### src/common/dtc_pkg.sv
/*
 * dtc_pkg: register map, field positions, reset values, modes and bus
 * structs for the dual timer/counter block.
 * assumes a single 10 MHz clock domain and an AHB-Lite register bus.
 */
package dtc_pkg;

    // byte addresses (index times four, since the control-B offset is odd)
    localparam logic [7:0] DTC_IDX_CTRL_B = 8'h91;
    localparam logic [11:0] DTC_ADDR_CTRL_B = {2'b00, DTC_IDX_CTRL_B, 2'b00};
    localparam logic [11:0] DTC_ADDR_CTRL = 12'h000;
    localparam logic [11:0] DTC_ADDR_MODE = 12'h004;
    localparam logic [11:0] DTC_ADDR_CNT_A = 12'h008;
    localparam logic [11:0] DTC_ADDR_CNT_B = 12'h00C;
    localparam logic [11:0] DTC_ADDR_RLD_A = 12'h010;
    localparam logic [11:0] DTC_ADDR_RLD_B = 12'h014;
    localparam logic [11:0] DTC_ADDR_CLK_CFG = 12'h018;
    localparam int DTC_ADDR_W = 12;

    // control register bits
    localparam int DTC_CTRL_RUN_A = 0;
    localparam int DTC_CTRL_OVF_A = 1;
    localparam int DTC_CTRL_RUN_B = 2;
    localparam int DTC_CTRL_OVF_B = 3;

    // mode register fields, per timer nibble
    localparam int DTC_MODE_LO = 0;
    localparam int DTC_SRC_SEL = 2;
    localparam int DTC_GATING = 3;
    localparam int DTC_NIB_B = 4;

    // control-B fields
    localparam int DTC_PSC_A_LSB = 0;
    localparam int DTC_PSC_B_LSB = 3;
    localparam int DTC_PWM_EN_A = 6;
    localparam int DTC_PWM_EN_B = 7;
    localparam logic [7:0] DTC_CTRL_B_RST = 8'h24;

    // clock config: prescale [3:0], double-rate a [4], b [5], fast mode [6]
    localparam int DTC_CFG_TPS_W = 4;
    localparam int DTC_CFG_X2_A = 4;
    localparam int DTC_CFG_X2_B = 5;
    localparam int DTC_CFG_FAST = 6;

    localparam logic [7:0] DTC_BYTE_ZERO = 8'h00;
    localparam logic [7:0] DTC_BYTE_ONES = 8'hFF;
    localparam logic [15:0] DTC_WORD_ZERO = 16'h0000;
    localparam logic [15:0] DTC_WORD_ONES = 16'hFFFF;
    localparam logic [3:0] DTC_TPS_ZERO = 4'h0;

    typedef enum logic [1:0] {
        DTC_MODE_VAR = 2'b00,
        DTC_MODE_R16 = 2'b01,
        DTC_MODE_R8 = 2'b10,
        DTC_MODE_SPLIT = 2'b11
    } dtc_mode_e;

    typedef struct packed {
        logic [7:0] high;
        logic [7:0] low;
    } dtc_pair_s;

    typedef struct packed {
        logic sel;
        logic [1:0] trans;
        logic write;
        logic [2:0] size;
        logic [DTC_ADDR_W-1:0] addr;
    } dtc_ahb_req_s;

endpackage

### src/design/dtc_unit.sv
/*
 * dtc_unit: one timer channel's count step for the mode that is set.
 * assumes the caller masks the enables and applies the results.
 */
`timescale 1ns/10ps
module dtc_unit
    import dtc_pkg::*;
(
    // configuration
    input wire dtc_mode_e mode,
    input wire logic [2:0] psc,
    input wire dtc_pair_s cnt,
    input wire dtc_pair_s rld,
    // steps
    input wire logic step_low,
    input wire logic step_high,
    // results
    output dtc_pair_s nxt_cnt,
    output logic ovf_low,
    output logic ovf_high
);

    logic [7:0] mask;
    logic [7:0] low_act;
    logic [16:0] sum16;

    always_comb begin
        mask = DTC_BYTE_ONES >> (3'd7 - psc);
        low_act = cnt.low & mask;
        sum16 = {1'b0, cnt} + 17'h00001;
        nxt_cnt = cnt;
        ovf_low = 1'b0;
        ovf_high = 1'b0;
        case (mode)
            DTC_MODE_VAR: begin
                // low prescaler carries into high byte
                if (step_low) begin
                    if (low_act == mask) begin
                        nxt_cnt.low = cnt.low & ~mask;
                        nxt_cnt.high = cnt.high + 8'h01;
                        ovf_low = (cnt.high == DTC_BYTE_ONES);
                    end else begin
                        nxt_cnt.low = cnt.low + 8'h01;
                    end
                end
            end
            DTC_MODE_R16: begin
                if (step_low) begin
                    if (sum16[16]) begin
                        nxt_cnt = rld;
                        ovf_low = 1'b1;
                    end else begin
                        nxt_cnt = sum16[15:0];
                    end
                end
            end
            DTC_MODE_R8: begin
                if (step_low) begin
                    if (cnt.low == DTC_BYTE_ONES) begin
                        nxt_cnt.low = cnt.high;
                        ovf_low = 1'b1;
                    end else begin
                        nxt_cnt.low = cnt.low + 8'h01;
                    end
                end
            end
            DTC_MODE_SPLIT: begin
                if (step_low) begin
                    nxt_cnt.low = cnt.low + 8'h01;
                    ovf_low = (cnt.low == DTC_BYTE_ONES);
                end
                if (step_high) begin
                    nxt_cnt.high = cnt.high + 8'h01;
                    ovf_high = (cnt.high == DTC_BYTE_ONES);
                end
            end
            default: begin
                nxt_cnt = cnt;
            end
        endcase
    end

endmodule // dtc_unit

### src/design/dtc_top.sv
/*
 * dtc_top: two timer/counters with mode, control and prescale registers
 * reached over AHB-Lite.
 * assumes synchronous count and gate pins, one 10 MHz clock, and an
 * interrupt controller that pulses the vector-taken inputs.
 */
// The implementer's own choice: the AHB-Lite interface to the registers.
// Operation
// - two-bit field picks one of four modes
// - variable mode: prescaled low feeds high byte
// - active prescaler bits equal field plus one
// - prescaler fields reset to 100 binary
// - thirteen-bit default, upper low bits ignored
// - variable count wrap sets overflow flag
// - count while run and gate satisfied
// - setting run never clears the counts
// - source select at mode bits six, two
// - reload mode counts all sixteen bits
// - sixteen-bit wrap reloads and flags
// - reload registers reset to zero
// - eight-bit mode reloads low from high
// - reload registers free storage in mode two
// - timeouts scale by timer prescale plus one
// - prescale in fast mode only if doubled
// - pulse enable drives count pin out
// - split: timer a high uses b's run, flag
// - timer b in mode three holds
// - flag cleared when vector is taken
`timescale 1ns/10ps
module dtc_top
    import dtc_pkg::*;
(
    // clock and reset
    input wire logic CORE_CLK,
    input wire logic RSTN,
    // ahb-lite slave
    input wire logic HSEL,
    input wire logic [31:0] HADDR,
    input wire logic [1:0] HTRANS,
    input wire logic HWRITE,
    input wire logic [2:0] HSIZE,
    input wire logic [31:0] HWDATA,
    input wire logic HREADY,
    output logic [31:0] HRDATA,
    output logic HREADYOUT,
    output logic HRESP,
    // external pins
    input wire logic COUNT_PIN_A_IN,
    input wire logic COUNT_PIN_B_IN,
    input wire logic EXT_GATE_PIN_A,
    input wire logic EXT_GATE_PIN_B,
    output logic COUNT_PIN_A_OE,
    output logic COUNT_PIN_B_OE,
    // interrupt controller
    input wire logic VECTOR_TAKEN_A,
    input wire logic VECTOR_TAKEN_B,
    output logic OVF_FLAG_A,
    output logic OVF_FLAG_B
);

    typedef struct packed {
        dtc_ahb_req_s req;
        logic [7:0] rdata;
        logic run_bit_t0;
        logic run_bit_t1;
        logic ovf_flag_t0;
        logic ovf_flag_t1;
        logic [7:0] timer_mode_reg;
        logic [7:0] timer_control_reg_b;
        logic [7:0] clock_config_reg;
        dtc_pair_s cnt_a;
        dtc_pair_s cnt_b;
        dtc_pair_s rld_a;
        dtc_pair_s rld_b;
        logic [3:0] tps_cnt;
        logic pin_a_q;
        logic pin_b_q;
        logic half_ph;
    } dtc_state_s;

    dtc_state_s st_ff;
    dtc_state_s nxt_st;

    localparam dtc_state_s DTC_ST_RST = '{
        req: '0, rdata: DTC_BYTE_ZERO, run_bit_t0: 1'b0, run_bit_t1: 1'b0,
        ovf_flag_t0: 1'b0, ovf_flag_t1: 1'b0, timer_mode_reg: DTC_BYTE_ZERO,
        timer_control_reg_b: DTC_CTRL_B_RST, clock_config_reg: DTC_BYTE_ZERO,
        cnt_a: DTC_WORD_ZERO, cnt_b: DTC_WORD_ZERO, rld_a: DTC_WORD_ZERO,
        rld_b: DTC_WORD_ZERO, tps_cnt: DTC_TPS_ZERO, pin_a_q: 1'b0, pin_b_q: 1'b0,
        half_ph: 1'b0
    };

    function automatic logic [7:0] reg_read(input dtc_state_s s,
                                            input logic [DTC_ADDR_W-1:0] a);
        logic [7:0] v;
        v = DTC_BYTE_ZERO;
        case (a)
            DTC_ADDR_CTRL: v = {4'h0, s.ovf_flag_t1, s.run_bit_t1,
                                s.ovf_flag_t0, s.run_bit_t0};
            DTC_ADDR_MODE: v = s.timer_mode_reg;
            DTC_ADDR_CTRL_B: v = s.timer_control_reg_b;
            DTC_ADDR_CLK_CFG: v = s.clock_config_reg;
            default: v = DTC_BYTE_ZERO;
        endcase
        return v;
    endfunction

    // write strobe for one register at the latched address phase
    function automatic logic hit(input dtc_state_s s,
                                 input logic [DTC_ADDR_W-1:0] a);
        return s.req.sel && s.req.write && (s.req.addr == a);
    endfunction

    logic wr_phase;
    logic tick;
    logic pin_edge_a;
    logic pin_edge_b;
    logic en_a;
    logic en_b;
    logic en_hi_split;
    dtc_mode_e mode_a;
    dtc_mode_e mode_b;
    dtc_pair_s step_a;
    dtc_pair_s step_b;
    logic ovf_a_low;
    logic ovf_a_high;
    logic ovf_b_low;
    logic split_a;
    logic x2_a;
    logic x2_b;
    logic tick_a;
    logic tick_b;
    logic [31:0] rd_word;
    logic [7:0] mask_a;

    ////////////////////////////////////////////////////////////////////////
    // counting enables

    always_comb begin
        mode_a = dtc_mode_e'(st_ff.timer_mode_reg[DTC_MODE_LO +: 2]);
        mode_b = dtc_mode_e'(st_ff.timer_mode_reg[DTC_NIB_B + DTC_MODE_LO +: 2]);
        split_a = (mode_a == DTC_MODE_SPLIT);
        x2_a = st_ff.clock_config_reg[DTC_CFG_X2_A];
        x2_b = st_ff.clock_config_reg[DTC_CFG_X2_B];
        // at or above, so lowering the prescale never stalls a full wrap
        tick = (st_ff.tps_cnt >= st_ff.clock_config_reg[DTC_CFG_TPS_W-1:0]);
        // fast: prescale only if doubled; compat: doubling halves rate
        tick_a = st_ff.clock_config_reg[DTC_CFG_FAST] ? (!x2_a || tick)
            : (tick && (!x2_a || st_ff.half_ph));
        tick_b = st_ff.clock_config_reg[DTC_CFG_FAST] ? (!x2_b || tick)
            : (tick && (!x2_b || st_ff.half_ph));
        mask_a = DTC_BYTE_ONES >> (3'd7 - st_ff.timer_control_reg_b[DTC_PSC_A_LSB +: 3]);
        pin_edge_a = st_ff.pin_a_q && !COUNT_PIN_A_IN;
        pin_edge_b = st_ff.pin_b_q && !COUNT_PIN_B_IN;
        // select bits at two and six
        en_a = st_ff.run_bit_t0
            && (!st_ff.timer_mode_reg[DTC_GATING] || EXT_GATE_PIN_A)
            && (st_ff.timer_mode_reg[DTC_SRC_SEL] ? pin_edge_a : tick_a);
        en_b = st_ff.run_bit_t1 && (mode_b != DTC_MODE_SPLIT)
            && (!st_ff.timer_mode_reg[DTC_NIB_B + DTC_GATING] || EXT_GATE_PIN_B)
            && (st_ff.timer_mode_reg[DTC_NIB_B + DTC_SRC_SEL] ? pin_edge_b : tick_b);
        // split high byte: clocks, b's run bit
        en_hi_split = split_a && st_ff.run_bit_t1 && tick_a;
    end

    dtc_unit u_unit_a (
        .mode(mode_a),
        .psc(st_ff.timer_control_reg_b[DTC_PSC_A_LSB +: 3]),
        .cnt(st_ff.cnt_a),
        .rld(st_ff.rld_a),
        .step_low(en_a),
        .step_high(en_hi_split),
        .nxt_cnt(step_a),
        .ovf_low(ovf_a_low),
        .ovf_high(ovf_a_high)
    );

    dtc_unit u_unit_b (
        .mode(mode_b),
        .psc(st_ff.timer_control_reg_b[DTC_PSC_B_LSB +: 3]),
        .cnt(st_ff.cnt_b),
        .rld(st_ff.rld_b),
        .step_low(en_b),
        .step_high(1'b0),
        .nxt_cnt(step_b),
        .ovf_low(ovf_b_low),
        .ovf_high()
    );

    ////////////////////////////////////////////////////////////////////////
    // next state

    always_comb begin
        nxt_st = st_ff;
        wr_phase = 1'b0;
        nxt_st.pin_a_q = COUNT_PIN_A_IN;
        nxt_st.pin_b_q = COUNT_PIN_B_IN;
        nxt_st.tps_cnt = tick ? DTC_TPS_ZERO : st_ff.tps_cnt + 4'h1;
        nxt_st.half_ph = tick ? !st_ff.half_ph : st_ff.half_ph;
        // counts persist, only steps and count register writes change them
        nxt_st.cnt_a = step_a;
        nxt_st.cnt_b = step_b;

        // address phase capture
        if (HREADY) begin
            nxt_st.req.sel = HSEL && HTRANS[1];
            nxt_st.req.trans = HTRANS;
            nxt_st.req.write = HWRITE;
            nxt_st.req.size = HSIZE;
            nxt_st.req.addr = HADDR[DTC_ADDR_W-1:0];
            nxt_st.rdata = reg_read(st_ff, HADDR[DTC_ADDR_W-1:0]);
        end
        wr_phase = st_ff.req.sel && st_ff.req.write;

        if (wr_phase) begin
            if (hit(st_ff, DTC_ADDR_CTRL)) begin
                nxt_st.run_bit_t0 = HWDATA[DTC_CTRL_RUN_A];
                nxt_st.run_bit_t1 = HWDATA[DTC_CTRL_RUN_B];
                nxt_st.ovf_flag_t0 = HWDATA[DTC_CTRL_OVF_A];
                nxt_st.ovf_flag_t1 = HWDATA[DTC_CTRL_OVF_B];
            end
            if (hit(st_ff, DTC_ADDR_MODE)) begin
                nxt_st.timer_mode_reg = HWDATA[7:0];
            end
            if (hit(st_ff, DTC_ADDR_CTRL_B)) begin
                nxt_st.timer_control_reg_b = HWDATA[7:0];
            end
            if (hit(st_ff, DTC_ADDR_CLK_CFG)) begin
                nxt_st.clock_config_reg = HWDATA[7:0];
            end
            if (hit(st_ff, DTC_ADDR_CNT_A)) begin
                nxt_st.cnt_a = HWDATA[15:0];
            end
            if (hit(st_ff, DTC_ADDR_CNT_B)) begin
                nxt_st.cnt_b = HWDATA[15:0];
            end
            // reload words always read and write
            if (hit(st_ff, DTC_ADDR_RLD_A)) begin
                nxt_st.rld_a = HWDATA[15:0];
            end
            if (hit(st_ff, DTC_ADDR_RLD_B)) begin
                nxt_st.rld_b = HWDATA[15:0];
            end
        end

        if (VECTOR_TAKEN_A) begin
            nxt_st.ovf_flag_t0 = 1'b0;
        end
        if (VECTOR_TAKEN_B) begin
            nxt_st.ovf_flag_t1 = 1'b0;
        end
        // set wins over any clear
        if (ovf_a_low) begin
            nxt_st.ovf_flag_t0 = 1'b1;
        end
        // split high byte owns b's flag
        if (split_a ? ovf_a_high : ovf_b_low) begin
            nxt_st.ovf_flag_t1 = 1'b1;
        end
    end

    always_ff @(posedge CORE_CLK or negedge RSTN) begin
        if (!RSTN) begin
            st_ff <= DTC_ST_RST;
        end else begin
            st_ff <= nxt_st;
        end
    end

    ////////////////////////////////////////////////////////////////////////
    // outputs

    always_comb begin
        rd_word = {24'h000000, st_ff.rdata};
        case (st_ff.req.addr)
            DTC_ADDR_CNT_A: rd_word = {16'h0000, st_ff.cnt_a};
            DTC_ADDR_CNT_B: rd_word = {16'h0000, st_ff.cnt_b};
            DTC_ADDR_RLD_A: rd_word = {16'h0000, st_ff.rld_a};
            DTC_ADDR_RLD_B: rd_word = {16'h0000, st_ff.rld_b};
            default: rd_word = {24'h000000, st_ff.rdata};
        endcase
    end

    // counts read live in the data phase so the value is current
    assign HRDATA = rd_word;
    assign HREADYOUT = 1'b1;
    assign HRESP = 1'b0;
    assign COUNT_PIN_A_OE = st_ff.timer_control_reg_b[DTC_PWM_EN_A];
    assign COUNT_PIN_B_OE = st_ff.timer_control_reg_b[DTC_PWM_EN_B];
    assign OVF_FLAG_A = st_ff.ovf_flag_t0;
    assign OVF_FLAG_B = st_ff.ovf_flag_t1;
endmodule // dtc_top

### config.mk
export PLATFORM = sky130hd
export DESIGN_NAME = dtc_top
export DESIGN_NICKNAME = d
export VERILOG_FILES = /design/src/common/dtc_pkg.sv /design/src/design/dtc_unit.sv /design/src/design/dtc_top.sv
export SDC_FILE = /design/constraint.sdc
export NUM_CORES = 1
export LEC_CHECK = 0
export ABC_CLOCK_PERIOD_IN_PS = 7200
export BUFFER_PORTS_ARGS = -buffer_cell sky130_fd_sc_hd__buf_4
export CAP_MARGIN = 10
export CORE_AREA = 2 2 121 123
export DETAILED_ROUTE_END_ITERATION = 8
export DIE_AREA = 0 0 123 125
export GPL_TIMING_DRIVEN = 1
export PLACE_DENSITY = 0.82
export SLEW_MARGIN = 10
export SYNTH_ARGS = -nofsm -noshare
export SYNTH_HDL_FRONTEND = slang
export SYNTH_SLANG_ARGS = --single-unit
### constraint.sdc
create_clock -name CORE_CLK -period 7.2 [get_ports CORE_CLK]
set_clock_uncertainty 0.2 [all_clocks]
set_input_delay 1.44 -clock CORE_CLK [delete_from_list [all_inputs] [get_ports CORE_CLK]]
set_output_delay 1.44 -clock CORE_CLK [all_outputs]
set_load 0.01 [all_outputs]
==> results.json <==
{
  "outcome": "finished clean",
  "stdcell_area_um2": 9180,
  "first_pass_iters": 6,
  "layout_commonest_cell": "dfrtp_1",
  "min_path_type": "flip-flop to flip-flop",
  "num_rows": 44,
  "core_area_um2": 14200,
  "routed.top_layer": "met4",
  "drtAntennaViolNets": 0,
  "ys_warn_count": 0,
  "powerDensity_nw_per_um2": 232,
  "cts_tree": "done",
  "clockBufferDepth": 2,
  "startpoint_type": "flip-flop",
  "cts_buffers": 17,
  "htreeDepth": 4,
  "cap_violations": 0,
  "max_freq_ghz": 0.198,
  "setup-tns-final_ps": 0,
  "synth_area_per_cell_um2": 8.90,
  "syn2layout_area_growth_pct": 11.0,
  "slew_headroom_pct": 31.8,
  "via_count": 7851,
  "post-route-min-period_ps": 5050,
  "initial_core_util_pct": 58.2,
  "clock_latency_ps": 430,
  "cp_top_family": "simple AND/OR/NAND/NOR gates",
  "pre_cts_ws_ps": 2630,
  "drt_iter0_drc": 1045,
  "synth_top_area_cell": "dfrtp_1",
  "met1_length_mm": 10.0,
  "diodes": 0,
  "path_class": "flip-flop to output pin",
  "cp_num_buf_inv": 1,
  "drc_errors": 0,
  "fin_ws_ps": 2150,
  "clk_pin_slew_ps": 50,
  "regArea_um2": 3030,
  "gp_congestion": 0.986,
  "final_cell_mix": "119 x dfrtp_1, 93 x nand2_1, 85 x nor2_1, 67 x mux2_2, 66 x buf_4",
  "slowest_stage": "or4b_1",
  "synth-seq-area-share_pct": 36.6,
  "leakage_nw": 3.80,
  "multi_input_area_um2": 4720,
  "synth_edf_count": 0,
  "synthDistinctLibCells": 84,
  "setup_viol_count_final": 0,
  "place_inst": 1113,
  "port_buffers": 59,
  "required_ps": 5560,
  "post_cts_buffers": 0,
  "wl_mm": 24.9,
  "ys_ff_latch": 121,
  "grt_max_degree": 67,
  "postCtsHoldBufs": 0,
  "fin_nets": 1038,
  "cts.repair.resized": 0,
  "synthFlopType": "dfrtp_1",
  "track_usage_pct": 33.2,
  "syn_inst": 929,
  "path_cells": "or3_4 -> or4b_1 -> nor2_8 -> or4_1 -> nor2_1 -> a31oi_1 -> buf_4",
  "synth_top_area_share_pct": 36.0,
  "clock_sink_count": 121,
  "syn_area_um2": 8270,
  "rsz0062_at_grt": "false",
  "grt-ovfl-total": 0,
  "die_area_um2": 15400,
  "die-width_um": 123,
  "async_flop_share_pct": 100,
  "wire_per_inst_um": 21.7,
  "slew_violations": 0,
  "routed_via_density": 6.86,
  "tightest_slew_ps": 1020,
  "drive_above_1_share_pct": 20.5,
  "wl_met2_mm": 11.6,
  "clockRootBuffer": "clkbuf_16",
  "crit_path_max_incr_delay_ps": 730,
  "irDropWorstVdd_mv": 0.174,
  "final_cells": 1145,
  "wl_met3_mm": 2.57,
  "io_pins": 118,
  "die_y_um": 125,
  "fillers": 1208,
  "post_dp_cell_area_um2": 8590,
  "crit_fanout": 18,
  "finalHoldViolCount": 0,
  "place_hpwl_mm": 17.1,
  "worst_setup_path_end_kind": "output pin",
  "grt_pass1_vias": 7355,
  "critPathArrivalTime_ps": 3410,
  "antenna_found_initial": 0,
  "synth_area_leaders": "dfrtp_1 36%, mux2_2 9.1%, nand2_1 4.2%",
  "min_period_over_period_pct": 70.1,
  "grt_pass1_wl_mm": 39.6
}
-- worst register-to-register path, cell delays in order, from the launching register on --
cell       delay [ps]
dfrtp_1           400
inv_1              60
ha_1              300
nor3b_2           250
o21ai_2           200
o21ai_0           620
o32a_1            440
nor4_1             80
a2111oi_0         360
a21oi_1           130
-- power by group --
group	switching, W	internal, W
clock	0.000323	0.000535
combinational	0.000205	0.000168
sequential	0.000148	0.000749
-- flip-flops by register name (all words and copies together) (netlist names) --
signal          flops
OVF_FLAG_B          1
mode_a              2
st_ff             113
COUNT_PIN_B_OE      1
COUNT_PIN_A_OE      1
OVF_FLAG_A          1
mode_b              2
-- logic make-up (layout without fill, tap and decap cells) --
group	Yosys count	after routing	share of synthesized area, %
multiplexers	74	74	9.97
other	2	18	0.0908
flip-flops	121	121	36.6
adder cells (fa/ha/maj)	9	9	1.36
AND/OR/NAND/NOR	327	327	19.8
AO/OA/AOI/OAI	259	259	22.3
buffers and inverters	111	127	7.08
XOR/XNOR	26	26	2.75
-- through the flow --
stage	hold WS [ps]	total power (W)	utilization, %
after floorplan	254	0.00115	-
after global placement	290	0.00125	60.5
after detailed placement	299	0.00126	60.5
after CTS	311	0.00211	64.6
after global routing	340	0.00221	64.6
final	309	0.00213	64.6
-- cells in the mapped netlist (7+ instances only) --
library cell,number
nor3_1,31
dfrtp_1,119
xor2_1,12
mux2_2,67
buf_2,22
clkbuf_1,29
o21ai_0,49
a22oi_1,36
ha_1,9
buf_4,25
xnor2_1,14
o211ai_1,8
nand4_1,13
mux2i_1,7
o22ai_1,14
a211oi_1,10
nor4_1,8
a21oi_1,45
inv_1,28
nand2_1,93
a31oi_1,17
nor2_1,85
nand3_1,31
and3_1,9
a221oi_1,9
-- per-layer routing --
| layer | vias to the layer above | track usage [%] |
|---|---|---|
| met5 | - | 0 |
| met4 | 0 | 11.2 |
| met3 | 76 | 7.53 |
| met2 | 514 | 50.1 |
| met1 | 3789 | 47.2 |
| li1 | 3472 | - |
-- worst paths after layout --
kind	from	end	slack [ps]	depth (start not counted)
max in group asynchronous	RSTN	st_ff[28]	4600	2
max reg2reg	st_ff[3]	st_ff[68]	4020	9
min reg2reg	st_ff[118]	st_ff[118]	310	1
max	st_ff[118]	HRDATA[7]	2150	7
min in group asynchronous	RSTN	st_ff[3]	930	1
min	st_ff[118]	st_ff[118]	310	1
-- cell type report --
| type | instances | area share, % |
|---|---|---|
| Tap cell | 184 | 2.51 |
| Inverter | 29 | 1.19 |
| Clock buffer | 21 | 5.12 |
| Timing Repair Buffer | 67 | 5.45 |
| Sequential cell | 121 | 33.0 |
| Multi-Input combinational cell | 713 | 51.4 |
| Clock inverter | 10 | 1.28 |
(Power assumes the default switching activity.)
